`src/verilog/digital_phase_locked_loop_lock_pkg.sv`:
```
package digital_phase_locked_loop_lock_pkg;

    localparam int ADDR_W = 12;
    localparam int DATA_W = 32;

    typedef logic [ADDR_W-1:0] addr_t;
    typedef logic [DATA_W-1:0] word_t;
    typedef logic [15:0]       half_t;
    typedef logic [7:0]        index_t;

    // Register indices; the byte address is four times the index.
    localparam index_t IDX_LOCK_THRESHOLD        = 8'h47;
    localparam index_t IDX_LOCK_QUALIFY_INTERVAL = 8'h48;
    localparam index_t IDX_PHASE_SLEW_LIMIT      = 8'h49;
    localparam index_t IDX_REFERENCE_CHANGE_CTRL = 8'h4B;
    localparam index_t IDX_LOCK_STATUS           = 8'h50;
    localparam index_t IDX_EVENT_STATUS          = 8'h51;
    localparam index_t IDX_EVENT_MASK            = 8'h52;

    localparam addr_t ADR_LOCK_THRESHOLD        = addr_t'({IDX_LOCK_THRESHOLD, 2'b00});
    localparam addr_t ADR_LOCK_QUALIFY_INTERVAL = addr_t'({IDX_LOCK_QUALIFY_INTERVAL, 2'b00});
    localparam addr_t ADR_PHASE_SLEW_LIMIT      = addr_t'({IDX_PHASE_SLEW_LIMIT, 2'b00});
    localparam addr_t ADR_REFERENCE_CHANGE_CTRL = addr_t'({IDX_REFERENCE_CHANGE_CTRL, 2'b00});
    localparam addr_t ADR_LOCK_STATUS           = addr_t'({IDX_LOCK_STATUS, 2'b00});
    localparam addr_t ADR_EVENT_STATUS          = addr_t'({IDX_EVENT_STATUS, 2'b00});
    localparam addr_t ADR_EVENT_MASK            = addr_t'({IDX_EVENT_MASK, 2'b00});

    // Field widths and reset values.
    localparam int SLEW_W = 13;
    localparam int RCC_W  = 8;
    localparam int EVT_W  = 2;

    localparam half_t                 RST_LOCK_THRESHOLD = 16'h000F;
    localparam half_t                 RST_LOCK_QUALIFY   = 16'h0000;
    localparam logic [SLEW_W-1:0]     RST_SLEW_LIMIT     = 13'h099F;
    localparam logic [RCC_W-1:0]      RST_RCC            = 8'h00;
    localparam logic [EVT_W-1:0]      RST_EVT_MASK       = 2'h0;

    // Event and status bit positions.
    localparam int EVT_LOCK_GAINED = 0;
    localparam int EVT_LOCK_LOST   = 1;
    localparam int STAT_LOCKED     = 0;
    localparam int STAT_ABOVE      = 1;

    // Qualification timing.
    localparam int CORE_CLK_HZ      = 10_000_000;
    localparam int LOCK_UNIT_MS     = 4;
    localparam int LOCK_UNIT_CYCLES = LOCK_UNIT_MS * (CORE_CLK_HZ / 1000);
    localparam int LOSS_DIVIDER     = 256;
    localparam int DUR_W            = 24;

    typedef enum logic {
        ST_HUNT,
        ST_LOCKED
    } lock_state_t;

endpackage

```
`src/verilog/digital_phase_locked_loop_lock_detect_slew_limit.sv`:
```
// What this block does
// - Lock declared only after phase stays at or under threshold for full interval.
// - Lock withheld or dropped after phase exceeds threshold for interval over 256.
// - Lock threshold is a 16-bit unsigned upper bound on absolute phase.
// - Qualification interval is a 16-bit unsigned count of 4 ms units.
// - A 13-bit unsigned limit caps the phase slope in either direction.
// - The slew limit resets to 0x099F, which is about plus 36.7 ppm.
// - Slew limit shares the centre frequency number scale of 2 to the 26.
//
// The APB slave port was chosen for this implementation.
`timescale 1ns/100ps

module digital_phase_locked_loop_lock_detect_slew_limit #(
    parameter int UNIT_CYCLES = digital_phase_locked_loop_lock_pkg::LOCK_UNIT_CYCLES
) (
    input  wire logic                  I_CORE_CLK,
    input  wire logic                  I_SRST,
    input  wire logic                  I_PSEL,
    input  wire logic                  I_PENABLE,
    input  wire logic                  I_PWRITE,
    input  wire digital_phase_locked_loop_lock_pkg::addr_t  I_PADDR,
    input  wire digital_phase_locked_loop_lock_pkg::word_t  I_PWDATA,
    output logic                       O_PREADY,
    output digital_phase_locked_loop_lock_pkg::word_t       O_PRDATA,
    output logic                       O_PSLVERR,
    input  wire digital_phase_locked_loop_lock_pkg::half_t  I_PHASE_ABS,
    input  wire digital_phase_locked_loop_lock_pkg::half_t  I_SLOPE_REQ,
    output digital_phase_locked_loop_lock_pkg::half_t       O_SLOPE_OUT,
    output logic                       O_LOCK,
    output logic [7:0]                 O_REF_CHANGE_CTRL,
    output logic                       O_IRQ
);
    import digital_phase_locked_loop_lock_pkg::*;

    // One sub-tick is one 256th of a qualification unit.
    localparam int SUB_RAW    = UNIT_CYCLES / LOSS_DIVIDER;
    localparam int SUB_CYCLES = (SUB_RAW < 1) ? 1 : SUB_RAW;
    localparam int SUB_W      = $clog2(SUB_CYCLES + 1);
    localparam logic [SUB_W-1:0] SUB_LAST = SUB_W'(SUB_CYCLES - 1);

    // Register file.
    half_t              lock_threshold_ff;
    half_t              lock_qualify_interval_ff;
    logic [SLEW_W-1:0]  phase_slew_limit_ff;
    logic [RCC_W-1:0]   reference_change_control_ff;
    logic [EVT_W-1:0]   evt_status_ff;
    logic [EVT_W-1:0]   evt_mask_ff;
    logic [EVT_W-1:0]   nxt_evt_status;
    logic [EVT_W-1:0]   evt_clear_ff;

    // Bus slave state.
    logic               pready_ff;
    word_t              prdata_ff;
    logic               pslverr_ff;

    // Lock detector state.
    lock_state_t        state_ff;
    lock_state_t        nxt_state;
    logic               above_ff;
    logic [SUB_W-1:0]   sub_cnt_ff;
    logic [SUB_W-1:0]   nxt_sub_cnt;
    logic [DUR_W-1:0]   dur_cnt_ff;
    logic [DUR_W-1:0]   nxt_dur_cnt;
    logic               irq_ff;
    logic               lock_ff;
    half_t              slope_out_ff;

    // APB decode.
    wire                setup     = I_PSEL & ~I_PENABLE;
    wire                complete  = I_PSEL & I_PENABLE & pready_ff;
    wire                wr_done   = complete & I_PWRITE;
    wire                rd_done   = complete & ~I_PWRITE;
    wire                sel_thr   = (I_PADDR == ADR_LOCK_THRESHOLD);
    wire                sel_qual  = (I_PADDR == ADR_LOCK_QUALIFY_INTERVAL);
    wire                sel_slew  = (I_PADDR == ADR_PHASE_SLEW_LIMIT);
    wire                sel_rcc   = (I_PADDR == ADR_REFERENCE_CHANGE_CTRL);
    wire                sel_lstat = (I_PADDR == ADR_LOCK_STATUS);
    wire                sel_estat = (I_PADDR == ADR_EVENT_STATUS);
    wire                sel_mask  = (I_PADDR == ADR_EVENT_MASK);
    wire                mapped    = sel_thr | sel_qual | sel_slew | sel_rcc |
                                    sel_lstat | sel_estat | sel_mask;
    wire                wr_thr    = wr_done & sel_thr;
    wire                wr_qual   = wr_done & sel_qual;
    wire                wr_slew   = wr_done & sel_slew;
    wire                wr_rcc    = wr_done & sel_rcc;
    wire                wr_mask   = wr_done & sel_mask;

    // Reserved bits are not stored, so they always read back as zero.
    wire word_t         rd_thr    = word_t'(lock_threshold_ff);
    wire word_t         rd_qual   = word_t'(lock_qualify_interval_ff);
    wire word_t         rd_slew   = word_t'(phase_slew_limit_ff);
    wire word_t         rd_rcc    = word_t'(reference_change_control_ff);
    wire [1:0]          lstat_bits;
    assign lstat_bits[STAT_LOCKED] = (state_ff == ST_LOCKED);
    assign lstat_bits[STAT_ABOVE]  = above_ff;
    wire word_t         rd_lstat  = word_t'(lstat_bits);
    wire word_t         rd_estat  = word_t'(evt_status_ff);
    wire word_t         rd_mask   = word_t'(evt_mask_ff);

    wire word_t         rd_mux    = sel_thr   ? rd_thr   :
                                    sel_qual  ? rd_qual  :
                                    sel_slew  ? rd_slew  :
                                    sel_rcc   ? rd_rcc   :
                                    sel_lstat ? rd_lstat :
                                    sel_estat ? rd_estat :
                                    sel_mask  ? rd_mask  : 32'h0000_0000;

    always_ff @(posedge I_CORE_CLK) begin
        if (I_SRST) begin
            pready_ff <= 1'b0;
        end else begin
            pready_ff <= setup;
        end
    end

    // Read data is captured at setup, so it stands for the whole access phase.
    always_ff @(posedge I_CORE_CLK) begin
        if (I_SRST) begin
            prdata_ff <= 32'h0000_0000;
        end else begin
            prdata_ff <= setup ? rd_mux : prdata_ff;
        end
    end

    always_ff @(posedge I_CORE_CLK) begin
        if (I_SRST) begin
            pslverr_ff <= 1'b0;
        end else begin
            pslverr_ff <= setup & ~mapped;
        end
    end

    // Configuration registers. Reserved bits are dropped, which costs no storage.
    always_ff @(posedge I_CORE_CLK) begin
        if (I_SRST) begin
            lock_threshold_ff <= RST_LOCK_THRESHOLD;
        end else if (wr_thr) begin
            lock_threshold_ff <= I_PWDATA[15:0];
        end
    end

    always_ff @(posedge I_CORE_CLK) begin
        if (I_SRST) begin
            lock_qualify_interval_ff <= RST_LOCK_QUALIFY;
        end else if (wr_qual) begin
            lock_qualify_interval_ff <= I_PWDATA[15:0];
        end
    end

    always_ff @(posedge I_CORE_CLK) begin
        if (I_SRST) begin
            phase_slew_limit_ff <= RST_SLEW_LIMIT;
        end else if (wr_slew) begin
            phase_slew_limit_ff <= I_PWDATA[SLEW_W-1:0];
        end
    end

    always_ff @(posedge I_CORE_CLK) begin
        if (I_SRST) begin
            reference_change_control_ff <= RST_RCC;
        end else if (wr_rcc) begin
            reference_change_control_ff <= I_PWDATA[RCC_W-1:0];
        end
    end

    always_ff @(posedge I_CORE_CLK) begin
        if (I_SRST) begin
            evt_mask_ff <= RST_EVT_MASK;
        end else if (wr_mask) begin
            evt_mask_ff <= I_PWDATA[EVT_W-1:0];
        end
    end

    // Lock detector: the comparison and its side of the threshold.
    wire                above       = (I_PHASE_ABS > lock_threshold_ff);
    wire                side_change = (above != above_ff);
    wire                sub_tick    = (sub_cnt_ff == SUB_LAST);
    wire                dur_full    = &dur_cnt_ff;

    // Lock needs interval*256 sub-ticks below; loss needs interval sub-ticks above.
    wire [DUR_W-1:0]    lock_target = DUR_W'({lock_qualify_interval_ff, 8'h00});
    wire [DUR_W-1:0]    loss_target = DUR_W'(lock_qualify_interval_ff);
    wire                lock_met    = ~above_ff & (dur_cnt_ff >= lock_target);
    wire                loss_met    = above_ff & (dur_cnt_ff >= loss_target);

    // Any crossing of the threshold throws away the time gathered so far.
    always_comb begin
        nxt_sub_cnt = sub_cnt_ff + SUB_W'(1);
        nxt_dur_cnt = dur_cnt_ff;
        if (side_change) begin
            nxt_sub_cnt = '0;
            nxt_dur_cnt = '0;
        end else if (sub_tick) begin
            nxt_sub_cnt = '0;
            if (!dur_full) begin
                nxt_dur_cnt = dur_cnt_ff + DUR_W'(1);
            end
        end
    end

    always_comb begin
        nxt_state = state_ff;
        case (state_ff)
            ST_HUNT: begin
                if (lock_met && !side_change) begin
                    nxt_state = ST_LOCKED;
                end
            end
            ST_LOCKED: begin
                if (loss_met && !side_change) begin
                    nxt_state = ST_HUNT;
                end
            end
            default: begin
                nxt_state = ST_HUNT;
            end
        endcase
    end

    wire                gained = (state_ff == ST_HUNT) & (nxt_state == ST_LOCKED);
    wire                lost   = (state_ff == ST_LOCKED) & (nxt_state == ST_HUNT);

    always_ff @(posedge I_CORE_CLK) begin
        if (I_SRST) begin
            above_ff   <= 1'b1;
            sub_cnt_ff <= '0;
            dur_cnt_ff <= '0;
        end else begin
            above_ff   <= above;
            sub_cnt_ff <= nxt_sub_cnt;
            dur_cnt_ff <= nxt_dur_cnt;
        end
    end

    // The lock output is its own flip-flop, loaded from the next state so it moves with it.
    always_ff @(posedge I_CORE_CLK) begin
        if (I_SRST) begin
            state_ff <= ST_HUNT;
            lock_ff  <= 1'b0;
        end else begin
            state_ff <= nxt_state;
            lock_ff  <= (nxt_state == ST_LOCKED);
        end
    end

    // Events. A read clears only the bits it returned, and a new event wins over the clear.
    wire [EVT_W-1:0]    evt_set;
    assign evt_set[EVT_LOCK_GAINED] = gained;
    assign evt_set[EVT_LOCK_LOST]   = lost;

    always_comb begin
        nxt_evt_status = evt_status_ff;
        if (rd_done && sel_estat) begin
            nxt_evt_status = evt_status_ff & ~evt_clear_ff;
        end
        nxt_evt_status = nxt_evt_status | evt_set;
    end

    always_ff @(posedge I_CORE_CLK) begin
        if (I_SRST) begin
            evt_status_ff <= '0;
        end else begin
            evt_status_ff <= nxt_evt_status;
        end
    end

    // Latching the returned bits at setup keeps an event that lands mid-read from being lost.
    always_ff @(posedge I_CORE_CLK) begin
        if (I_SRST) begin
            evt_clear_ff <= '0;
        end else begin
            evt_clear_ff <= setup ? evt_status_ff : evt_clear_ff;
        end
    end

    always_ff @(posedge I_CORE_CLK) begin
        if (I_SRST) begin
            irq_ff <= 1'b0;
        end else begin
            irq_ff <= |(nxt_evt_status & evt_mask_ff);
        end
    end

    // Slope cap. The limit is in centre frequency number units, the same scale as the
    // request, so no rescaling is needed here.
    wire signed [16:0]  req_s   = {I_SLOPE_REQ[15], I_SLOPE_REQ};
    wire signed [16:0]  lim_pos = $signed({4'h0, phase_slew_limit_ff});
    wire signed [16:0]  lim_neg = -lim_pos;
    wire                too_hi  = (req_s > lim_pos);
    wire                too_lo  = (req_s < lim_neg);
    wire half_t         slope_c = too_hi ? lim_pos[15:0] :
                                  too_lo ? lim_neg[15:0] : I_SLOPE_REQ;

    always_ff @(posedge I_CORE_CLK) begin
        if (I_SRST) begin
            slope_out_ff <= 16'h0000;
        end else begin
            slope_out_ff <= slope_c;
        end
    end

    assign O_PREADY          = pready_ff;
    assign O_PRDATA          = prdata_ff;
    assign O_PSLVERR         = pslverr_ff;
    assign O_SLOPE_OUT       = slope_out_ff;
    assign O_LOCK            = lock_ff;
    assign O_REF_CHANGE_CTRL = reference_change_control_ff;
    assign O_IRQ             = irq_ff;

endmodule

```
`config.mk`:
```
export PLATFORM = sky130hd
export DESIGN_NAME = digital_phase_locked_loop_lock_detect_slew_limit
export DESIGN_NICKNAME = d
export VERILOG_FILES = /design/src/verilog/digital_phase_locked_loop_lock_pkg.sv /design/src/verilog/digital_phase_locked_loop_lock_detect_slew_limit.sv
export SDC_FILE = /design/constraint.sdc
export NUM_CORES = 1
export LEC_CHECK = 0
export BUFFER_PORTS_ARGS = -buffer_cell sky130_fd_sc_hd__buf_2
export CORE_ASPECT_RATIO = 0.6
export CORE_MARGIN = 2
export CORE_UTILIZATION = 50
export CTS_BUF_LIST = sky130_fd_sc_hd__clkbuf_8
export DETAILED_ROUTE_END_ITERATION = 8
export GPL_TIMING_DRIVEN = 0
export PLACE_DENSITY = 0.83
export SLEW_MARGIN = 20
export SYNTH_ARGS = -nofsm -noshare
export SYNTH_HDL_FRONTEND = slang
export SYNTH_SLANG_ARGS = --single-unit
```
`constraint.sdc`:
```
create_clock -name I_CORE_CLK -period 3.6 [get_ports I_CORE_CLK]
set_input_delay 0.72 -clock I_CORE_CLK [delete_from_list [all_inputs] [get_ports I_CORE_CLK]]
set_output_delay 0.72 -clock I_CORE_CLK [all_outputs]
set_load 0.05 [all_outputs]
```
==> impl_results.md <==
- Top post-synthesis cells by count: dfxtp_1 (128), nor2_1 (101), ha_1 (81)
- Synthesized flop and latch total: 128
- Worst-Skew Late Latency: 0.45 ns
- Yosys top cell by area: dfxtp_1
- Synth warn: 0
- Startpoint Class: flip-flop
- R2R setup slack: -0.12 ns
- Synth Area in XOR/XNOR: 0.04550
- Post-CTS Hold Fix Bufs: 0
- Mean post-synth cell area: 8.518 sq um
- Synth unique cells: 68
- Crit Path Category: flip-flop to flip-flop
- Post-synthesis async set-or-reset flop share: 0
- Gr ovfl total: 0
- Top-area cell type share of the netlist area: 0.3328
- Vias/cell: 5.992
- Worst reg2reg path depth: 14
- Routed Antenna Nets: 0
- Ant. Diodes: 0
- Max Root-Sink Buffers: 2
- Min Tclk post-route: 3.721 ns
- Ys flop type: dfxtp_1
- Synth Area in Adders: 0.1316
- Largest cells by area after synthesis: dfxtp_1 (33%), ha_1 (13%), mux2i_1 (6.0%)
- Worst VDD drop: 0.2092 mV
- Largest net degree at the start of global routing: 17
- Gp weighted congestion: 0.9871
- Cell row count: 35
- Die Area: 16,440 sq um
- DP Area: 8567 sq um
- Crit path capture type: flip-flop
- Max Cap Viol: 0
- Layout area overhead: 23.69%
- Critical Path Start: phase_slew_limit_ff[2]$_SDFFE_PP1P_
- Antenna violations before repair: 0
- Reg2Reg Launch Point: phase_slew_limit_ff[2]$_SDFFE_PP1P_
- Initial DRC count: 1,025
- Synth Area in Compound Gates: 0.1516
- Nets: 1,219
- PwrDens: 345.1 nW/um^2
- Final wirelength: 24.20 mm
- Die Ht: 100.1 microns
- CTS Sinks: 128
- Post-synthesis sequential area ratio: 0.3328
- Setup-failing EPs final: 11
- Post-DP HPWL: 17.71 mm
- Lkg Pwr: 4.047 nW
- 1st-pass router iterations: 7
- CTS tree: yes
- Mux contribution to synthesized area: 0.05980
- Setup TNS Final: -0.8632 ns
- Simple-Gate Fraction of Synth Area: 0.2083
- Top-count cell post-synth: dfxtp_1
- Outcome: complete, but fails checks
- Hold Vio Cnt, Final: 0
- Ports: 141
- Fraction of layout cells with a size suffix above 1: 0.2290
- Max Slew Vio Count: 0
- CP Max Fanout: 6
- Die W: 164.2 microns
- I/O Buffers: 106
- Least-Margin Pin Slew: 0.9276 ns
- Clock root buffer: clkbuf_8
- Worst Path Arrival: 4.06 ns
- Critical Path End: O_SLOPE_OUT[8]$_SDFF_PP0_
- PnR worst setup slack: -0.1207 ns
- Unrepaired setup endpoints after global routing: yes
- Number of global-route vias before repair: 6,819
- Post-Synthesis Cells: 904
- Clock Skews: 0.01557 ns
- Critical Path RT: 3.94 ns
- CTS buffer count: 17
- CORE AREA: 15,200 sq um
- Initial Util: 0.5067
- Wire length per cell: 19.01 microns
- Hold slack: 0.4660 ns
- GRT Overall Usage: 0.2891
- Routed via count: 7,628
- Final Cell Area: 9524 sq um
- Worst r2r dst: O_SLOPE_OUT[8]$_SDFF_PP0_
- First-pass GRT wire length: 36.38 mm
- Largest family of logic cells by synthesized area: simple AND/OR/NAND/NOR gates
- Number of flops mapped to enable cells by yosys: 0
- Max Freq: 268.8 MHz
- Htree depth: 4
- Clock-pin slew on the worst setup and hold paths: 0.08 ns
- Hold WC Path Type: flip-flop to flip-flop
- DRC violation count after routing: 0
- Violated checks: setup timing
- Final cycle utilization of the critical path: 1.034
- Mapped cell area: 7700 sq um
- Worst slew margin: 0.3759
==> stage by stage <==
step	std cells	total power, mW	setup WS, ns	util
5_1_grt	1273	3.371	-0.1438	0.6268
3_3_place_gp	1228	1.855	-0.9669	0.5638
3_5_place_dp	1228	1.860	-1.002	0.5638
6_report	1273	3.287	-0.1207	0.6268
2_1_floorplan	919	1.733	0.006340	-
4_1_cts	1268	3.255	0.01416	0.6147
==> sequential cells by signal, summed over array words and instances, names as in the netlist, 2 cells and up <==
name                      cells
dur_cnt_ff                   24
O_PRDATA                     16
O_SLOPE_OUT                  16
lock_qualify_interval_ff     16
lock_threshold_ff            16
phase_slew_limit_ff          13
O_REF_CHANGE_CTRL             8
sub_cnt_ff                    8
evt_clear_ff                  2
evt_mask_ff                   2
evt_status_ff                 2
==> layout by cell type (no fill, tap or decap), types with 4 or more instances in the layout <==
cell type	instances
dfxtp_1	124
buf_2	110
nor2_1	98
ha_1	79
nand2_1	74
inv_1	64
mux2i_1	46
a21oi_1	40
buf_4	35
o21ai_0	25
clkbuf_1	23
nand4_1	23
xor2_1	20
xnor2_1	19
nor3_1	18
nand3_1	18
clkbuf_8	18
conb_1	16
o211ai_1	12
or3_1	11
a221o_1	11
a21o_1	9
a211oi_1	8
o31ai_2	8
o22ai_1	7
a221oi_1	7
and4_1	7
nor2b_1	6
and3_1	6
nor4_1	6
nor4_2	5
nand2b_1	5
a222oi_1	5
bufinv_16	5
nor2_4	4
nor4_4	4
nor3_2	4
and2_1	4
o31a_1	4
clkinv_2	4
==> critical path, stage by stage (launching register included) <==
cell       delay [ns]
dfxtp_4          0.36
nor3_4           0.26
nand3_2          0.14
or3_4            0.39
nor3_4           0.20
xnor2_1          0.09
ha_1             0.31
nand4_1          0.26
nor3_2           0.38
o21ai_2          0.15
a21oi_4          0.20
o21a_4           0.25
clkbuf_16        0.19
o31ai_2          0.07
a221o_1          0.34
==> worst min path at each step <==
stage	from	endpoint	slack, ns	depth (start not counted)
final	O_PRDATA[2]$_SDFFE_PP0P_	O_PRDATA[2]$_SDFFE_PP0P_	0.47	2
after global routing	O_PRDATA[4]$_SDFFE_PP0P_	O_PRDATA[4]$_SDFFE_PP0P_	0.48	2
after CTS	O_PRDATA[4]$_SDFFE_PP0P_	O_PRDATA[4]$_SDFFE_PP0P_	0.46	2
after floorplan	evt_clear_ff[0]$_SDFFE_PP0P_	evt_clear_ff[0]$_SDFFE_PP0P_	0.44	2
after detailed placement	O_PRDATA[4]$_SDFFE_PP0P_	O_PRDATA[4]$_SDFFE_PP0P_	0.45	2
after global placement	O_PRDATA[7]$_SDFFE_PP0P_	O_PRDATA[7]$_SDFFE_PP0P_	0.44	2
==> report_power, final <==
group,total (mW),leakage (nW),internal (mW),switching [mW]
sequential,1.45,1.04,1.44,0.0133
combinational,0.422,2.77,0.130,0.292
clock,1.41,0.236,0.831,0.583
total,3.29,4.05,2.40,0.888
==> cell type report <==
type | instances | area (sq um)
plain buffers | 50 | 314.1
clock inverters | 14 | 197.7
fillers | 1190 | 5672
clock buffers | 18 | 247.7
well taps | 203 | 254.0
inverters | 64 | 240.2
flip-flops and latches | 128 | 2572
repair buffers | 125 | 694.4
multi-input cells | 671 | 5004
==> per-layer routing <==
metal	global-route usage	vias up	part of all wire
li1	-	3520	-
met3	0.09008	56	0.14
met4	0.08839	0	0.020
met1	0.4335	3513	0.45
met5	0	-	0
met2	0.3901	539	0.39
==> what timing repair did <==
action,in CTS,in global routing
pin swaps,16,16
resized for setup,55,22
gates cloned,0,1
setup endpoints to repair,16,16
hold endpoints to repair,0,0
buffers inserted,12,6
==> kinds of logic (layout without fill, tap and decap cells) <==
logic type / after synthesis / after routing
buffers and inverters: 120 / 271
other: 1 / 16
adder cells (fa/ha/maj): 81 / 81
flip-flops: 128 / 128
multiplexers: 46 / 46
XOR/XNOR: 40 / 40
AND/OR/NAND/NOR: 318 / 318
AO/OA/AOI/OAI: 170 / 170
Note: power is estimated with default switching activity, not from simulation.
